[config.mk]
export PLATFORM = sky130hd
export DESIGN_NAME = ccr_regs
export DESIGN_NICKNAME = d
export VERILOG_FILES = /design/src/ccr_pkg.sv /design/src/ccr_regs.sv
export SDC_FILE = /design/constraint.sdc
export NUM_CORES = 1
export LEC_CHECK = 0
export BUFFER_PORTS_ARGS = -buffer_cell sky130_fd_sc_hd__clkbuf_2
export CAP_MARGIN = 20
export CORE_MARGIN = 2
export CORE_UTILIZATION = 30
export CTS_CLUSTER_SIZE = 14
export DETAILED_ROUTE_END_ITERATION = 6
export HOLD_SLACK_MARGIN = 0.08
export PLACE_DENSITY_LB_ADDON = 0.12
export SYNTH_ARGS = -nofsm -noshare
export SYNTH_HDL_FRONTEND = slang
export SYNTH_SLANG_ARGS = --single-unit
export TNS_END_PERCENT = 5
[constraint.sdc]
create_clock -name sys_clk -period 4.15 [get_ports sys_clk]
set_input_delay 0.2075 -clock sys_clk [delete_from_list [all_inputs] [get_ports sys_clk]]
set_output_delay 0.2075 -clock sys_clk [all_outputs]
set_load 0.01 [all_outputs]
[src/ccr_pkg.sv]
// package: offsets, field positions, reset values and types of the card configuration registers
package ccr_pkg;

   // ---------------------------------------------
   // attribute offsets
   // ---------------------------------------------
   localparam logic [10:0] CCR_BASE_ADDR        = 11'h200;
   localparam logic [10:0] CCR_OPTION_ADDR      = 11'h200;
   localparam logic [10:0] CCR_STATUS_ADDR      = 11'h202;
   localparam logic [10:0] CCR_PINREP_ADDR      = 11'h204;
   localparam logic [10:0] CCR_SOCKET_ADDR      = 11'h206;

   // ---------------------------------------------
   // field positions
   // ---------------------------------------------
   localparam int CCR_OPT_SOFT_RST_BIT = 7;
   localparam int CCR_OPT_LEVIRQ_BIT  = 6;
   localparam int CCR_STS_CHANGED_BIT = 7;
   localparam int CCR_STS_CHG_EN_BIT  = 6;
   localparam int CCR_STS_IO8_BIT     = 5;
   localparam int CCR_STS_PWRDN_BIT   = 2;
   localparam int CCR_STS_INT_BIT     = 1;
   localparam int CCR_PIN_CRDY_BIT    = 5;
   localparam int CCR_PIN_CWP_BIT     = 4;
   localparam int CCR_PIN_RRDY_BIT    = 1;
   localparam int CCR_PIN_WP_BIT      = 0;
   localparam int CCR_SCK_DRIVE_BIT   = 4;

   // ---------------------------------------------
   // reset values and encodings
   // ---------------------------------------------
   localparam logic [7:0] CCR_OPTION_RESET  = 8'h00;
   localparam logic [7:0] CCR_STATUS_RESET  = 8'h00;
   localparam logic [7:0] CCR_SOCKET_RESET  = 8'h00;
   localparam logic [7:0] CCR_PINREP_FIXED  = 8'h0C;
   localparam logic [5:0] CCR_IDX_MEMORY    = 6'h00;
   localparam logic [5:0] CCR_IDX_CONTIG    = 6'h01;
   localparam logic [5:0] CCR_IDX_PRIMARY   = 6'h02;
   localparam logic [5:0] CCR_IDX_SECONDARY = 6'h03;
   localparam logic [9:0] CCR_PRI_BLK_ADDR  = 10'h1F0;
   localparam logic [9:0] CCR_PRI_CTL_ADDR  = 10'h3F6;
   localparam logic [9:0] CCR_SEC_BLK_ADDR  = 10'h170;
   localparam logic [9:0] CCR_SEC_CTL_ADDR  = 10'h376;
   localparam logic [10:0] CCR_MIRROR_ADDR  = 11'h400;

   // power transition time in cycles until ready returns
   localparam int CCR_PWR_SETTLE_CYCLES = 16;

   // host-side strobes of the attribute bus, all active low
   typedef struct packed {
      logic        reg_n;
      logic        ce1_n;
      logic        ce2_n;
      logic        oe_n;
      logic        we_n;
      logic [10:0] addr;
   } ccr_bus_t;

   typedef enum logic [2:0] {
      CCR_MAP_MEMORY    = 3'b001,
      CCR_MAP_IO        = 3'b010,
      CCR_MAP_NONE      = 3'b100
   } ccr_map_t;

   typedef enum logic [2:0] {
      CCR_PWR_ACTIVE = 3'b001,
      CCR_PWR_MOVING = 3'b010,
      CCR_PWR_SAVING = 3'b100
   } ccr_pwr_t;

endpackage

[src/ccr_regs.sv]
// card configuration register bank in attribute memory
`timescale 1ns/100ps
// Operation
// - config registers at attribute 200h, even, selected
// - decode option, status, pin replacement, socket registers
// - odd or CIS-write accesses have no effect
// - option: soft reset, level select, index
// - soft reset holds card reset, unconfigured
// - soft reset cleared at power-up, hardware reset
// - level select chooses level or pulse interrupt
// - index 0 memory, 1 contiguous I/O
// - index 2 primary I/O task file decode
// - index 3 secondary I/O task file decode
// - status register layout, D7/D1 read-only
// - changed flag; drives status pin low in I/O mode only
// - status enable 0 holds pin high
// - eight-bit request stored, no effect
// - power-down bit changes mode, ready busy
// - idle auto power-down, wake on command
// - interrupt pending mirrors request, disable gates
// - pin replacement register read layout
// - ready toggle sets ready-change flag
// - write-protect toggle sets its change flag
// - ready bit mirrors ready; mask write
// - write-protect bit reads 0; mask write
// - masked write of changed flags
// - socket register drive number at D4
module ccr_regs
   import ccr_pkg::*;
#(
   parameter int SETTLE_CYCLES = CCR_PWR_SETTLE_CYCLES
) (
   // clock and reset
   input  wire logic        sys_clk,
   input  wire logic        resetn,
   // card pins from host
   input  wire ccr_bus_t    host_bus,
   input  wire logic [7:0]  host_wdata,
   input  wire logic        hw_reset_pin,
   // data bus, eight data outputs and one active-low output enable shared by all pins
   output logic [7:0]       data_out,
   output logic             data_oe_n,
   // status change pin, active low level
   output logic             status_change_pin_n,
   // card core side
   input  wire logic        core_ready,
   input  wire logic        core_irq,
   input  wire logic        interrupt_disable_bit,
   input  wire logic        core_idle,
   input  wire logic        core_command,
   input  wire logic [10:0] io_addr,
   output logic             card_reset,
   output logic             level_interrupt_select,
   output logic [5:0]       config_index,
   output logic             map_memory,
   output logic             map_io,
   output logic             task_file_hit,
   output logic             power_saving,
   output logic             ready_state,
   output logic             drive_number
);

   // ---------------------------------------------
   // reset release and pin synchronisers
   // ---------------------------------------------
   logic       rst_s1;
   logic       rst_n;
   always_ff @(posedge sys_clk or negedge resetn) begin
      if (!resetn) begin
         rst_s1 <= 1'b0;
         rst_n  <= 1'b0;
      end else begin
         rst_s1 <= 1'b1;
         rst_n  <= rst_s1;
      end
   end

   ccr_bus_t   bus_s1;
   ccr_bus_t   bus_s2;
   logic [7:0] wd_s1;
   logic [7:0] wd_s2;
   logic       hrst_s1;
   logic       hrst_s2;
   always_ff @(posedge sys_clk or negedge rst_n) begin
      if (!rst_n) begin
         bus_s1  <= '1;
         bus_s2  <= '1;
         wd_s1   <= 8'h00;
         wd_s2   <= 8'h00;
         hrst_s1 <= 1'b0;
         hrst_s2 <= 1'b0;
      end else begin
         bus_s1  <= host_bus;
         bus_s2  <= bus_s1;
         wd_s1   <= host_wdata;
         wd_s2   <= wd_s1;
         hrst_s1 <= hw_reset_pin;
         hrst_s2 <= hrst_s1;
      end
   end

   // ---------------------------------------------
   // attribute decode
   // ---------------------------------------------
   // a write acts once, on the falling edge of the synchronised write strobe
   logic       we_prev;
   logic       cfg_sel;
   logic       wr_pulse;
   logic [1:0] reg_sel;
   always_ff @(posedge sys_clk or negedge rst_n) begin
      if (!rst_n) we_prev <= 1'b1;
      else        we_prev <= bus_s2.we_n;
   end

   // odd addresses and CIS writes fall out here
   assign cfg_sel = !bus_s2.reg_n && !bus_s2.ce1_n && !bus_s2.addr[10] && bus_s2.addr[9]
                    && !bus_s2.addr[0] && (bus_s2.addr[8:3] == CCR_BASE_ADDR[8:3]);
   assign wr_pulse = cfg_sel && !bus_s2.we_n && we_prev && bus_s2.oe_n;
   assign reg_sel  = bus_s2.addr[2:1];

   logic wr_opt;
   logic wr_sts;
   logic wr_pin;
   logic wr_sck;
   assign wr_opt = wr_pulse && (reg_sel == CCR_OPTION_ADDR[2:1]);
   assign wr_sts = wr_pulse && (reg_sel == CCR_STATUS_ADDR[2:1]);
   assign wr_pin = wr_pulse && (reg_sel == CCR_PINREP_ADDR[2:1]);
   assign wr_sck = wr_pulse && (reg_sel == CCR_SOCKET_ADDR[2:1]);

   // ---------------------------------------------
   // option register
   // ---------------------------------------------
   logic [7:0] opt;
   logic       hard_rst;
   assign hard_rst = hrst_s2;
   always_ff @(posedge sys_clk or negedge rst_n) begin
      if (!rst_n)        opt <= CCR_OPTION_RESET;
      else if (hard_rst) opt <= CCR_OPTION_RESET;
      else if (wr_opt)   opt <= wd_s2;
   end

   logic soft_reset_bit;
   assign soft_reset_bit = opt[CCR_OPT_SOFT_RST_BIT];

   // ---------------------------------------------
   // status, socket registers
   // ---------------------------------------------
   logic status_change_enable;
   logic io8;
   logic pwrdn;
   logic sck_drive;
   always_ff @(posedge sys_clk or negedge rst_n) begin
      if (!rst_n) begin
         status_change_enable <= CCR_STATUS_RESET[CCR_STS_CHG_EN_BIT];
         io8                  <= CCR_STATUS_RESET[CCR_STS_IO8_BIT];
         pwrdn                <= CCR_STATUS_RESET[CCR_STS_PWRDN_BIT];
      end else if (hard_rst || soft_reset_bit) begin
         status_change_enable <= CCR_STATUS_RESET[CCR_STS_CHG_EN_BIT];
         io8                  <= CCR_STATUS_RESET[CCR_STS_IO8_BIT];
         pwrdn                <= CCR_STATUS_RESET[CCR_STS_PWRDN_BIT];
      end else if (wr_sts) begin
         status_change_enable <= wd_s2[CCR_STS_CHG_EN_BIT];
         io8                  <= wd_s2[CCR_STS_IO8_BIT];
         pwrdn                <= wd_s2[CCR_STS_PWRDN_BIT];
      end
   end

   always_ff @(posedge sys_clk or negedge rst_n) begin
      if (!rst_n)                          sck_drive <= CCR_SOCKET_RESET[CCR_SCK_DRIVE_BIT];
      else if (hard_rst || soft_reset_bit) sck_drive <= CCR_SOCKET_RESET[CCR_SCK_DRIVE_BIT];
      else if (wr_sck)                     sck_drive <= wd_s2[CCR_SCK_DRIVE_BIT];
   end

   // ---------------------------------------------
   // mapping mode
   // ---------------------------------------------
   ccr_map_t map_mode;
   always_comb begin
      case (opt[5:0])
         CCR_IDX_MEMORY:    map_mode = CCR_MAP_MEMORY;
         CCR_IDX_CONTIG,
         CCR_IDX_PRIMARY,
         CCR_IDX_SECONDARY: map_mode = CCR_MAP_IO;
         default:           map_mode = CCR_MAP_NONE;
      endcase
   end

   logic tf_hit;
   always_comb begin
      case (opt[5:0])
         CCR_IDX_MEMORY:    tf_hit = (io_addr[10:4] == 7'h00) || (io_addr[10] == CCR_MIRROR_ADDR[10]);
         CCR_IDX_CONTIG:    tf_hit = 1'b1;
         CCR_IDX_PRIMARY:   tf_hit = (io_addr[9:3] == CCR_PRI_BLK_ADDR[9:3])
                                     || (io_addr[9:1] == CCR_PRI_CTL_ADDR[9:1]);
         CCR_IDX_SECONDARY: tf_hit = (io_addr[9:3] == CCR_SEC_BLK_ADDR[9:3])
                                     || (io_addr[9:1] == CCR_SEC_CTL_ADDR[9:1]);
         default:           tf_hit = 1'b0;
      endcase
   end

   // ---------------------------------------------
   // power state machine
   // ---------------------------------------------
   // a host power-down change wins over the idle/command path, and idle/command is ignored while moving
   ccr_pwr_t pwr_state;
   logic     pwrdn_prev;
   logic     pwr_target;
   logic [7:0] settle_cnt;
   always_ff @(posedge sys_clk or negedge rst_n) begin
      if (!rst_n) begin
         pwr_state  <= CCR_PWR_ACTIVE;
         pwrdn_prev <= 1'b0;
         pwr_target <= 1'b0;
         settle_cnt <= 8'h00;
      end else begin
         pwrdn_prev <= pwrdn;
         case (pwr_state)
            CCR_PWR_ACTIVE: begin
               if (pwrdn != pwrdn_prev || (core_idle && !core_command)) begin
                  pwr_state  <= CCR_PWR_MOVING;
                  pwr_target <= (pwrdn != pwrdn_prev) ? pwrdn : 1'b1;
                  settle_cnt <= 8'(SETTLE_CYCLES - 1);
               end
            end
            CCR_PWR_SAVING: begin
               if (pwrdn != pwrdn_prev || core_command) begin
                  pwr_state  <= CCR_PWR_MOVING;
                  pwr_target <= (pwrdn != pwrdn_prev) ? pwrdn : 1'b0;
                  settle_cnt <= 8'(SETTLE_CYCLES - 1);
               end
            end
            CCR_PWR_MOVING: begin
               if (pwrdn != pwrdn_prev) begin
                  pwr_target <= pwrdn;
                  settle_cnt <= 8'(SETTLE_CYCLES - 1);
               end else if (settle_cnt == 8'h00) begin
                  pwr_state <= pwr_target ? CCR_PWR_SAVING : CCR_PWR_ACTIVE;
               end else begin
                  settle_cnt <= settle_cnt - 8'h01;
               end
            end
            default: pwr_state <= CCR_PWR_ACTIVE;
         endcase
      end
   end

   // ---------------------------------------------
   // pin replacement register
   // ---------------------------------------------
   logic rdy_int;
   logic rdy_prev;
   logic crdy;
   logic cwp;
   logic wp_state;
   logic wp_prev;
   assign wp_state = 1'b0;
   assign rdy_int  = core_ready && (pwr_state != CCR_PWR_MOVING) && !soft_reset_bit && !hard_rst;

   always_ff @(posedge sys_clk or negedge rst_n) begin
      if (!rst_n) begin
         rdy_prev <= 1'b0;
         wp_prev  <= 1'b0;
      end else begin
         rdy_prev <= rdy_int;
         wp_prev  <= wp_state;
      end
   end

   // a toggle in the same cycle as a host write wins over the written value
   always_ff @(posedge sys_clk or negedge rst_n) begin
      if (!rst_n) begin
         crdy <= 1'b0;
         cwp  <= 1'b0;
      end else begin
         if (rdy_int != rdy_prev) crdy <= 1'b1;
         else if (wr_pin && wd_s2[CCR_PIN_RRDY_BIT]) crdy <= wd_s2[CCR_PIN_CRDY_BIT];
         if (wp_state != wp_prev) cwp <= 1'b1;
         else if (wr_pin && wd_s2[CCR_PIN_WP_BIT]) cwp <= wd_s2[CCR_PIN_CWP_BIT];
      end
   end

   // ---------------------------------------------
   // read data and pins
   // ---------------------------------------------
   logic       changed;
   logic       int_pend;
   logic [7:0] next_rdata;
   assign changed  = crdy || cwp;
   assign int_pend = core_irq && !interrupt_disable_bit;

   always_comb begin
      next_rdata = 8'h00;
      case (reg_sel)
         CCR_OPTION_ADDR[2:1]: next_rdata = opt;
         CCR_STATUS_ADDR[2:1]: begin
            next_rdata[CCR_STS_CHANGED_BIT] = changed;
            next_rdata[CCR_STS_CHG_EN_BIT]  = status_change_enable;
            next_rdata[CCR_STS_IO8_BIT]     = io8;
            next_rdata[CCR_STS_PWRDN_BIT]   = pwrdn;
            next_rdata[CCR_STS_INT_BIT]     = int_pend;
         end
         CCR_PINREP_ADDR[2:1]: begin
            next_rdata = CCR_PINREP_FIXED;
            next_rdata[CCR_PIN_CRDY_BIT] = crdy;
            next_rdata[CCR_PIN_CWP_BIT]  = cwp;
            next_rdata[CCR_PIN_RRDY_BIT] = rdy_int;
            next_rdata[CCR_PIN_WP_BIT]   = wp_state;
         end
         default: next_rdata[CCR_SCK_DRIVE_BIT] = sck_drive;
      endcase
   end

   always_ff @(posedge sys_clk or negedge rst_n) begin
      if (!rst_n) begin
         data_out               <= 8'h00;
         data_oe_n              <= 1'b1;
         status_change_pin_n    <= 1'b1;
         card_reset             <= 1'b1;
         level_interrupt_select <= 1'b0;
         config_index           <= 6'h00;
         map_memory             <= 1'b0;
         map_io                 <= 1'b0;
         task_file_hit          <= 1'b0;
         power_saving           <= 1'b0;
         ready_state            <= 1'b0;
         drive_number           <= 1'b0;
      end else begin
         data_out               <= next_rdata;
         data_oe_n              <= !(cfg_sel && !bus_s2.oe_n && bus_s2.we_n);
         status_change_pin_n    <= !(map_mode == CCR_MAP_IO && status_change_enable && changed);
         card_reset             <= hard_rst || soft_reset_bit;
         level_interrupt_select <= opt[CCR_OPT_LEVIRQ_BIT];
         config_index           <= opt[5:0];
         map_memory             <= (map_mode == CCR_MAP_MEMORY) && !soft_reset_bit;
         map_io                 <= (map_mode == CCR_MAP_IO) && !soft_reset_bit;
         task_file_hit          <= tf_hit && !soft_reset_bit;
         power_saving           <= (pwr_state == CCR_PWR_SAVING);
         ready_state            <= rdy_int;
         drive_number           <= sck_drive;
      end
   end

   // ---------------------------------------------
   // checks
   // ---------------------------------------------
   // the hardware reset pin is the one legal way to change the option without a bus write
   chk_odd_no_write: assert property (@(posedge sys_clk) disable iff (!rst_n)
      ((bus_s2.addr[0] || bus_s2.reg_n) && !hard_rst) |=> $stable(opt))
      else $error("odd or common access changed option");
   chk_cis_no_write: assert property (@(posedge sys_clk) disable iff (!rst_n)
      (!bus_s2.reg_n && !bus_s2.addr[9] && !hard_rst) |=> $stable(opt))
      else $error("write outside config window changed option");
   chk_status_pin: assert property (@(posedge sys_clk) disable iff (!rst_n)
      (map_mode == CCR_MAP_IO && status_change_enable && changed && $stable(opt)) |=> !status_change_pin_n)
      else $error("status pin not driven low");
   chk_chg_en_high: assert property (@(posedge sys_clk) disable iff (!rst_n)
      !status_change_enable |=> status_change_pin_n) else $error("status pin low while disabled");
   chk_hw_clear: assert property (@(posedge sys_clk) disable iff (!rst_n)
      hard_rst |=> opt == CCR_OPTION_RESET) else $error("hardware reset left option set");
   chk_soft_hold: assert property (@(posedge sys_clk) disable iff (!rst_n)
      soft_reset_bit |=> card_reset && !map_io && !map_memory) else $error("soft reset not holding card");
   chk_rdy_toggle: assert property (@(posedge sys_clk) disable iff (!rst_n)
      (rdy_int != rdy_prev) |=> crdy) else $error("ready toggle missed");
   chk_mask_keep: assert property (@(posedge sys_clk) disable iff (!rst_n)
      (wr_pin && !wd_s2[CCR_PIN_RRDY_BIT] && rdy_int == rdy_prev) |=> $stable(crdy))
      else $error("masked ready flag changed");
   chk_pwr_busy: assert property (@(posedge sys_clk) disable iff (!rst_n)
      (pwrdn != pwrdn_prev) |=> !rdy_int) else $error("ready not busy on power change");
   chk_int_gate: assert property (@(posedge sys_clk) disable iff (!rst_n)
      (interrupt_disable_bit && reg_sel == CCR_STATUS_ADDR[2:1]) |=> !data_out[CCR_STS_INT_BIT])
      else $error("interrupt pending shown while disabled");

endmodule // ccr_regs

==> report_table.html, run 1 <==
<table>
<tr><th>Metric</th><th>Value</th></tr>
<tr><th colspan="2">Clock network</th></tr>
<tr><td>Clock tree from TritonCTS</td><td>done</td></tr>
<tr><td>Total clock sinks</td><td>102</td></tr>
<tr><td>Max clock buf depth</td><td>2</td></tr>
<tr><td>CTS Buf Count</td><td>9</td></tr>
<tr><td>Worst-Skew Late Latency</td><td>around 350 ps</td></tr>
<tr><td>Clock slew seen by the registers of the worst setup and hold paths</td><td>approximately 70 ps</td></tr>
<tr><td>Post-CTS Resized</td><td>0</td></tr>
<tr><td>Deepest level of the CTS H-tree</td><td>3</td></tr>
<tr><td>Clock Root Buffer</td><td>sky130_fd_sc_hd__clkbuf_16</td></tr>
<tr><th colspan="2">Global routing</th></tr>
<tr><td>Global-route wire length before repair</td><td>11,500 um</td></tr>
<tr><td>Maximum number of pins on one net before global-route repair</td><td>73</td></tr>
<tr><td>Antenna violations before repair</td><td>0</td></tr>
<tr><td>All-layer global routing usage</td><td>between 10% and 20%</td></tr>
<tr><td>Residual overflow from global routing</td><td>0</td></tr>
<tr><td>Vias in the first global route</td><td>between 2,000 and 2,500</td></tr>
<tr><th colspan="2">Route</th></tr>
<tr><td>DR vias/cell</td><td>4.42</td></tr>
<tr><td>Count of unresolved DRC violations after routing</td><td>0</td></tr>
<tr><td>Average detailed-routed wire length per instance</td><td>13.5 um</td></tr>
<tr><td>Drt pass-1 iters</td><td>4</td></tr>
<tr><td>Post-Route WL</td><td>6760 um</td></tr>
<tr><td>Iter 0 DRT Violations</td><td>108</td></tr>
<tr><td>Via total after detailed routing</td><td>roughly 2,200</td></tr>
<tr><td>Residual antenna-violating net count after detailed routing</td><td>0</td></tr>
<tr><th colspan="2">Setup path</th></tr>
<tr><td>Count of buffer and inverter cells on the critical path</td><td>1</td></tr>
<tr><td>Nature of the critical path endpoint</td><td>flip-flop</td></tr>
<tr><td>Category of the most critical setup path</td><td>reg -&gt; reg</td></tr>
<tr><td>Required time worst endpoint</td><td>4420 ps</td></tr>
<tr><td>Cell with the largest stage delay on the worst path</td><td>sky130_fd_sc_hd__or4_1</td></tr>
<tr><td>Launch point of the worst path</td><td>pwrdn$_DFFE_PN0P_</td></tr>
<tr><td>WP data arrival</td><td>2660 ps</td></tr>
<tr><td>Slowest Stage Delay on Critical Path</td><td>480 ps</td></tr>
<tr><td>Path depth of the worst reg2reg path</td><td>7</td></tr>
<tr><td>Top fanout value on the critical path</td><td>7</td></tr>
<tr><td>Stages on worst setup path</td><td>7</td></tr>
<tr><td>Startpoint Class</td><td>flip-flop</td></tr>
<tr><td>Cells along the critical path</td><td>inv_1 &gt; ha_1 &gt; nor2b_1 &gt; nor3_2 &gt; nor3_1 &gt; or4_1 &gt; a21oi_1</td></tr>
<tr><td>Startpoint of the worst register-to-register path</td><td>pwrdn$_DFFE_PN0P_</td></tr>
<tr><td>CP delay by family, top</td><td>simple AND/OR/NAND/NOR gates</td></tr>
<tr><th colspan="2">Status</th></tr>
<tr><td>Run status</td><td>finished, final reports clean</td></tr>
<tr><th colspan="2">Synth</th></tr>
<tr><td>Number of enable flip-flop cells after synthesis</td><td>0</td></tr>
<tr><td>Ys async rst share</td><td>100%</td></tr>
<tr><td>Cell area after synthesis</td><td>between 0.003 and 0.004 mm2</td></tr>
<tr><td>Unique cell type count in the Yosys netlist</td><td>between 50 and 60</td></tr>
<tr><td>Post-synthesis average cell area</td><td>~14 um2</td></tr>
<tr><td>Synthesis-stage register bit count</td><td>102</td></tr>
<tr><td>Sequential cell area fraction in the yosys report</td><td>~71%</td></tr>
<tr><td>Number of standard cells after synthesis</td><td>258</td></tr>
<tr><td>Leading register cell type out of synthesis</td><td>sky130_fd_sc_hd__dfrtp_1</td></tr>
<tr><td>Number of synthesis warnings</td><td>0</td></tr>
<tr><td>Total nets after synthesis</td><td>just over 300</td></tr>
<tr><th colspan="2">STA</th></tr>
<tr><td>Minimum clock period after layout</td><td>2380 ps</td></tr>
<tr><td>Clock skew after layout</td><td>6.56 ps</td></tr>
<tr><td>Setup violations, final</td><td>0</td></tr>
<tr><td>Remaining max-slew budget at the tightest pin</td><td>about two fifths</td></tr>
<tr><td>Highest attainable clock frequency</td><td>420 MHz</td></tr>
<tr><td>Final hold violation count</td><td>0</td></tr>
<tr><td>Setup repair after global routing missed its margin</td><td>no</td></tr>
<tr><td>Part of the cycle the worst path needs</td><td>57.4%</td></tr>
<tr><td>Worst slew pin tran</td><td>878 ps</td></tr>
<tr><td>Setup TNS</td><td>0 ps</td></tr>
<tr><td>Count of final max-slew check failures</td><td>0</td></tr>
<tr><th colspan="2">Finish</th></tr>
<tr><td>Final layout net count</td><td>397</td></tr>
<tr><td>Share of cells above drive strength 1</td><td>35.5%</td></tr>
<tr><td>Area growth, synth to finish</td><td>28.4%</td></tr>
<tr><td>Total of fill cells in the finished design</td><td>1,169</td></tr>
<tr><td>Antenna diode count</td><td>0</td></tr>
<tr><th colspan="2">Floorplan</th></tr>
<tr><td>DIE HEIGHT</td><td>114 um</td></tr>
<tr><td>Total die area</td><td>0.0130 mm2</td></tr>
<tr><td>Core box area</td><td>0.0119 mm2</td></tr>
<tr><td>Starting density of the core</td><td>30.5%</td></tr>
<tr><td>Cell row count</td><td>40</td></tr>
<tr><td>Die Wd</td><td>114 um</td></tr>
<tr><td>Num ports</td><td>67</td></tr>
<tr><th colspan="2">Job</th></tr>
<tr><td>Number of max-cap violations</td><td>0</td></tr>
<tr><th colspan="2">Placement</th></tr>
<tr><td>Routability Congestion</td><td>~0.75</td></tr>
<tr><td>DP HPWL</td><td>4540 um</td></tr>
<tr><td>Buffers on Ports</td><td>64</td></tr>
<tr><th colspan="2">Power and ir drop</th></tr>
<tr><td>Leakage component of the power</td><td>roughly 0.0021 uW</td></tr>
<tr><td>Max rail drop VDD</td><td>0.315 mV</td></tr>
<tr><td>Power per unit of standard cell area</td><td>between 400 and 500 mW/mm2</td></tr>
<tr><td>PnR Total Power</td><td>2100 uW</td></tr>
<tr><th colspan="2">Min path</th></tr>
<tr><td>Min-Delay Path Class</td><td>in -&gt; async</td></tr>
</table>
-- area by class of cell --
class	instances	area, um2	share of cell area (%)
inverters	10	37.5	0.804
flip-flops and latches	102	2600	55.7
multi-input cells	136	965	20.7
clock buffers	10	250	5.36
repair buffers	91	586	12.5
well taps	147	184	3.94
clock inverters	6	48.8	1.04
-- cells in the final DEF (no fill, tap or decap), drive strengths merged, types with 2 or more instances in the layout --
master / count
a211oi: 3
or4: 3
dlygate4sd3: 25
inv: 14
mux2: 2
or3: 2
a22o: 8
nand2b: 3
nand3: 7
a31oi: 2
nand2: 9
nor3b: 3
xor2: 2
clkinv: 2
nor4: 3
o21ai: 6
dfstp: 35
o311ai: 2
and2: 2
nor2: 21
mux2i: 9
nand4b: 2
a21oi: 9
nor3: 8
and3b: 3
nand3b: 2
o31ai: 3
clkbuf: 74
o31a: 2
dfrtp: 67
buf: 2
ha: 4
-- Yosys cell counts (2+ instances only) --
| cell type | instances | area (um2) |
|---|---|---|
| sky130_fd_sc_hd__nand4b_1 | 2 | 17.5 |
| sky130_fd_sc_hd__o21ai_0 | 5 | 25.0 |
| sky130_fd_sc_hd__and3b_1 | 3 | 26.3 |
| sky130_fd_sc_hd__nor2_1 | 21 | 78.8 |
| sky130_fd_sc_hd__mux2_1 | 2 | 22.5 |
| sky130_fd_sc_hd__or3_1 | 2 | 12.5 |
| sky130_fd_sc_hd__dfrtp_1 | 67 | 1680 |
| sky130_fd_sc_hd__a22o_1 | 8 | 70.1 |
| sky130_fd_sc_hd__clkbuf_1 | 9 | 33.8 |
| sky130_fd_sc_hd__a21oi_1 | 9 | 45.0 |
| sky130_fd_sc_hd__nand3_1 | 7 | 35.0 |
| sky130_fd_sc_hd__nand3b_1 | 2 | 15.0 |
| sky130_fd_sc_hd__nand2_1 | 9 | 33.8 |
| sky130_fd_sc_hd__a211oi_1 | 3 | 22.5 |
| sky130_fd_sc_hd__xor2_1 | 2 | 17.5 |
| sky130_fd_sc_hd__nor3b_1 | 3 | 22.5 |
| sky130_fd_sc_hd__nor4_1 | 3 | 18.8 |
| sky130_fd_sc_hd__and2_1 | 2 | 12.5 |
| sky130_fd_sc_hd__nor3_1 | 7 | 35.0 |
| sky130_fd_sc_hd__ha_1 | 4 | 50.1 |
| sky130_fd_sc_hd__o31ai_1 | 2 | 15.0 |
| sky130_fd_sc_hd__or4_1 | 2 | 15.0 |
| sky130_fd_sc_hd__mux2i_1 | 9 | 90.1 |
| sky130_fd_sc_hd__a31oi_1 | 2 | 12.5 |
| sky130_fd_sc_hd__nand2b_1 | 2 | 12.5 |
| sky130_fd_sc_hd__o31a_1 | 2 | 17.5 |
| sky130_fd_sc_hd__inv_1 | 10 | 37.5 |
| sky130_fd_sc_hd__dfstp_2 | 35 | 920 |
-- routing by layer --
metal  vias to the layer above  track usage, %  share of wire, %
li1                       1096               -                 -
met1                      1068            14.7                44
met2                        47            18.3                49
met3                         9            5.24               5.9
met4                         0            3.98               1.4
met5                         -               0                 0
-- what timing repair did --
item | in CTS | in global routing
buffers inserted | 0 | 0
endpoints found under the hold margin | 26 | 0
hold buffers | 25 | 0
-- final timing paths --
| check | end | slack, ps |
|---|---|---|
| max reg2reg | settle_cnt[5]$_DFFE_PN0P_ | 1770 |
| min reg2reg | wd_s2[4]$_DFF_PN0_ | 350 |
| min | rst_n$_DFF_PN0_ | 170 |
| max | settle_cnt[5]$_DFFE_PN0P_ | 1770 |
| max in group asynchronous | bus_s1[1]$_DFF_PN1_ | 2750 |
| min in group sys_clk | task_file_hit$_DFF_PN0_ | 170 |
-- logic make-up (layout without fill, tap and decap cells) --
kind of cell / count (synthesis) / count (layout) / share of synthesized area (%)
buf+inv: 20 / 117 / 2.10
fa+ha+maj: 4 / 4 / 1.38
simple gates: 76 / 76 / 12.0
mux: 11 / 11 / 3.10
compound gates: 41 / 41 / 9.25
xor+xnor: 3 / 3 / 0.723
flops: 102 / 102 / 71.4
other cells: 1 / 1 / 0.103
-- through the flow --
step	hold WS (ps)	cells	area, um2	setup slack [ps]	utilization [%]
6_report	167	502	4670	1770	39.2
5_1_grt	150	502	4670	1600	39.2
4_1_cts	148	502	4670	1750	39.2
3_5_place_dp	-4.54	461	4120	1770	34.6
3_3_place_gp	-6.88	461	4120	1790	34.6
2_1_floorplan	-88.1	258	3640	1160	-
-- where the power goes --
group	internal, uW	leakage [uW]	switching [uW]
clock network	452	0.000149	379
logic	78.2	0.000756	80.8
registers	1060	0.00121	53.0
total	1590	0.00212	513
-- state kept, by name (all words and copies together), names as in the netlist, 3 cells and up --
register,cells
bus_s1,15
wd_s2,8
bus_s2,15
settle_cnt,8
pwr_state,3
data_out,8
config_index,6
opt,8
wd_s1,8
(Power assumes the default switching activity.)
==> run 2, diff against run 1 <==
Clock period 4.15 ns to 2.2 ns, I/O delays scaled along.
==> report_table.html, run 2 (same netlist as run 1, synthesis figures left out) <==
<table>
<tr><th>Metric</th><th>Value</th></tr>
<tr><th colspan="2">Status</th></tr>
<tr><td>Run status</td><td>finished, final reports clean</td></tr>
<tr><th colspan="2">Global routing</th></tr>
<tr><td>Global-route wire length before repair</td><td>11,700 um</td></tr>
<tr><td>All-layer global routing usage</td><td>between 10% and 20%</td></tr>
<tr><td>Maximum number of pins on one net before global-route repair</td><td>54</td></tr>
<tr><td>Antenna violations before repair</td><td>0</td></tr>
<tr><td>Vias in the first global route</td><td>~2,300</td></tr>
<tr><td>Residual overflow from global routing</td><td>0</td></tr>
<tr><th colspan="2">Floorplan</th></tr>
<tr><td>Cell row count</td><td>40</td></tr>
<tr><td>Die Wd</td><td>114 um</td></tr>
<tr><td>Num ports</td><td>67</td></tr>
<tr><td>Starting density of the core</td><td>30.5%</td></tr>
<tr><td>Total die area</td><td>0.0130 mm2</td></tr>
<tr><td>Core box area</td><td>0.0119 mm2</td></tr>
<tr><td>DIE HEIGHT</td><td>114 um</td></tr>
<tr><th colspan="2">Finish</th></tr>
<tr><td>Area growth, synth to finish</td><td>32.6%</td></tr>
<tr><td>Antenna diode count</td><td>0</td></tr>
<tr><td>Most common cell after layout, fill and taps aside</td><td>sky130_fd_sc_hd__dfrtp_1</td></tr>
<tr><td>Final layout net count</td><td>a little over 400</td></tr>
<tr><td>Total of fill cells in the finished design</td><td>1,154</td></tr>
<tr><td>Biggest registers after layout</td><td>bus_s1 (15), bus_s2 (15)</td></tr>
<tr><td>Commonest cells after routing, fill and taps aside</td><td>sky130_fd_sc_hd__dfrtp_1, sky130_fd_sc_hd__clkbuf_2, sky130_fd_sc_hd__dfstp_2</td></tr>
<tr><td>Area of all sequential standard cells</td><td>around 0.0026 mm2</td></tr>
<tr><td>Area taken by multi-input logic gates</td><td>973 um2</td></tr>
<tr><td>Share of cells above drive strength 1</td><td>37.5%</td></tr>
<tr><th colspan="2">STA</th></tr>
<tr><td>Highest attainable clock frequency</td><td>483 MHz</td></tr>
<tr><td>Remaining max-slew budget at the tightest pin</td><td>46.0%</td></tr>
<tr><td>Setup repair after global routing missed its margin</td><td>no</td></tr>
<tr><td>Clock skew after layout</td><td>roughly 5 ps</td></tr>
<tr><td>Part of the cycle the worst path needs</td><td>94.1%</td></tr>
<tr><td>Final hold violation count</td><td>0</td></tr>
<tr><td>Setup TNS</td><td>0 ps</td></tr>
<tr><td>Hold WS</td><td>114 ps</td></tr>
<tr><td>Worst Slack Setup Final</td><td>129 ps</td></tr>
<tr><td>Worst slew pin tran</td><td>806 ps</td></tr>
<tr><td>Setup violations, final</td><td>0</td></tr>
<tr><td>Count of final max-slew check failures</td><td>0</td></tr>
<tr><td>Minimum clock period after layout</td><td>2070 ps</td></tr>
<tr><th colspan="2">Route</th></tr>
<tr><td>Residual antenna-violating net count after detailed routing</td><td>0</td></tr>
<tr><td>Average detailed-routed wire length per instance</td><td>13.4 um</td></tr>
<tr><td>Iter 0 DRT Violations</td><td>36</td></tr>
<tr><td>Post-Route WL</td><td>between 6000 and 7000 um</td></tr>
<tr><td>Via total after detailed routing</td><td>2,300</td></tr>
<tr><td>DR vias/cell</td><td>4.44</td></tr>
<tr><td>Drt pass-1 iters</td><td>4</td></tr>
<tr><td>Count of unresolved DRC violations after routing</td><td>0</td></tr>
<tr><th colspan="2">Power and ir drop</th></tr>
<tr><td>Leakage component of the power</td><td>0.00220 uW</td></tr>
<tr><td>Max rail drop VDD</td><td>0.564 mV</td></tr>
<tr><td>Power per unit of standard cell area</td><td>around 830 mW/mm2</td></tr>
<tr><td>PnR Total Power</td><td>4000 uW</td></tr>
<tr><th colspan="2">Min path</th></tr>
<tr><td>Min-Delay Path Class</td><td>in -&gt; reg</td></tr>
<tr><td>Hold path depth</td><td>4</td></tr>
<tr><th colspan="2">Placement</th></tr>
<tr><td>Routability Congestion</td><td>0.801</td></tr>
<tr><td>Buffers on Ports</td><td>64</td></tr>
<tr><td>Worst Setup Slack post-DPL</td><td>107 ps</td></tr>
<tr><td>DP HPWL</td><td>roughly 4700 um</td></tr>
<tr><th colspan="2">Setup path</th></tr>
<tr><td>Startpoint Class</td><td>flip-flop</td></tr>
<tr><td>WP data arrival</td><td>2300 ps</td></tr>
<tr><td>CP delay by family, top</td><td>compound AO/OA/AOI/OAI gates</td></tr>
<tr><td>Required time worst endpoint</td><td>between 2000 and 2500 ps</td></tr>
<tr><td>Slowest Stage Delay on Critical Path</td><td>390 ps</td></tr>
<tr><td>Path depth of the worst reg2reg path</td><td>8</td></tr>
<tr><td>Count of buffer and inverter cells on the critical path</td><td>2</td></tr>
<tr><td>Cell with the largest stage delay on the worst path</td><td>sky130_fd_sc_hd__dfrtp_1</td></tr>
<tr><td>Cells along the critical path</td><td>ha_2 &gt; buf_4 &gt; nand2_1 &gt; o31a_1 &gt; o311ai_4 &gt; buf_4 &gt; xor2_1 &gt; nor2_1</td></tr>
<tr><td>Category of the most critical setup path</td><td>reg -&gt; reg</td></tr>
<tr><td>Stages on worst setup path</td><td>8</td></tr>
<tr><td>Most used cell, CP</td><td>sky130_fd_sc_hd__buf_4</td></tr>
<tr><td>Top fanout value on the critical path</td><td>4</td></tr>
<tr><td>Nature of the critical path endpoint</td><td>flip-flop</td></tr>
<tr><th colspan="2">Clock network</th></tr>
<tr><td>Total clock sinks</td><td>102</td></tr>
<tr><td>CTS Buf Count</td><td>9</td></tr>
<tr><td>Deepest level of the CTS H-tree</td><td>3</td></tr>
<tr><td>Clock Root Buffer</td><td>sky130_fd_sc_hd__clkbuf_16</td></tr>
<tr><td>Clock tree from TritonCTS</td><td>done</td></tr>
<tr><td>Worst-Skew Late Latency</td><td>~350 ps</td></tr>
<tr><td>Clock slew seen by the registers of the worst setup and hold paths</td><td>~70 ps</td></tr>
<tr><td>Max clock buf depth</td><td>2</td></tr>
<tr><th colspan="2">Job</th></tr>
<tr><td>Number of max-cap violations</td><td>0</td></tr>
</table>
run 2: per-layer routing:
metal / up-vias / share of wire (%) / GRT usage, %
met2: 44 / 48 / 18.3
met3: 10 / 4.4 / 4.45
met5: - / 0 / 0
li1: 1123 / - / -
met1: 1123 / 46 / 15.4
met4: 0 / 1.6 / 4.88
run 2: final timing paths:
kind                                       from                       endpoint  slack [ps]
max in group asynchronous       rst_n$_DFF_PN0_  status_change_pin_n$_DFF_PN1_        1280
hold / removal                       io_addr[9]        task_file_hit$_DFF_PN0_         110
hold reg to reg                 rst_n$_DFF_PN0_      settle_cnt[0]$_DFFE_PN0P_         250
setup / recovery           pwrdn_prev$_DFF_PN0_      settle_cnt[4]$_DFFE_PN0P_         130
min in group asynchronous       rst_n$_DFF_PN0_      settle_cnt[0]$_DFFE_PN0P_         250
setup reg to reg           pwrdn_prev$_DFF_PN0_      settle_cnt[4]$_DFFE_PN0P_         130
run 2: final cells by class:
type / instances / share of cell area [%]
multi-input cells: 136 / 20.2
clock inverters: 6 / 1.01
flip-flops and latches: 102 / 53.9
inverters: 10 / 0.778
well taps: 147 / 3.81
repair buffers: 107 / 15.1
clock buffers: 10 / 5.19
run 2: worst reg2reg max path, delay by kind of cell, from the launching register on:
| kind | cells | cell delay, ps |
|---|---|---|
| DFF | 1 | 390 |
| AOI/OAI and AO/OA | 2 | 600 |
| buffers and inverters | 2 | 310 |
| and+or+nand+nor | 2 | 130 |
| xor gates and xnor gates | 1 | 140 |
| adders and majority gates | 1 | 380 |
run 2: metrics by stage:
step | cells | utilization (%) | cell area, um2
finish | 518 | 40.5 | 4820
global route | 518 | 40.5 | 4820
CTS | 518 | 40.4 | 4810
detailed placement | 473 | 35.5 | 4220
global placement | 473 | 35.5 | 4220
floorplan | 258 | - | 3640
run 2: what timing repair did:
action / CTS / global route
buffers inserted: 0 / 0
endpoints found under the hold margin: 28 / 0
setup endpoints to repair: 0 / 3
resized for setup: 0 / 2
hold buffers: 29 / 0
run 2: power breakdown:
group | total [uW] | switching (uW) | internal, uW | leakage [uW]
sequential | 2080 | 82.3 | 2000 | 0.00121
combinational | 355 | 185 | 170 | 0.000840
clock | 1570 | 713 | 852 | 0.000151
total | 4000 | 981 | 3020 | 0.00220
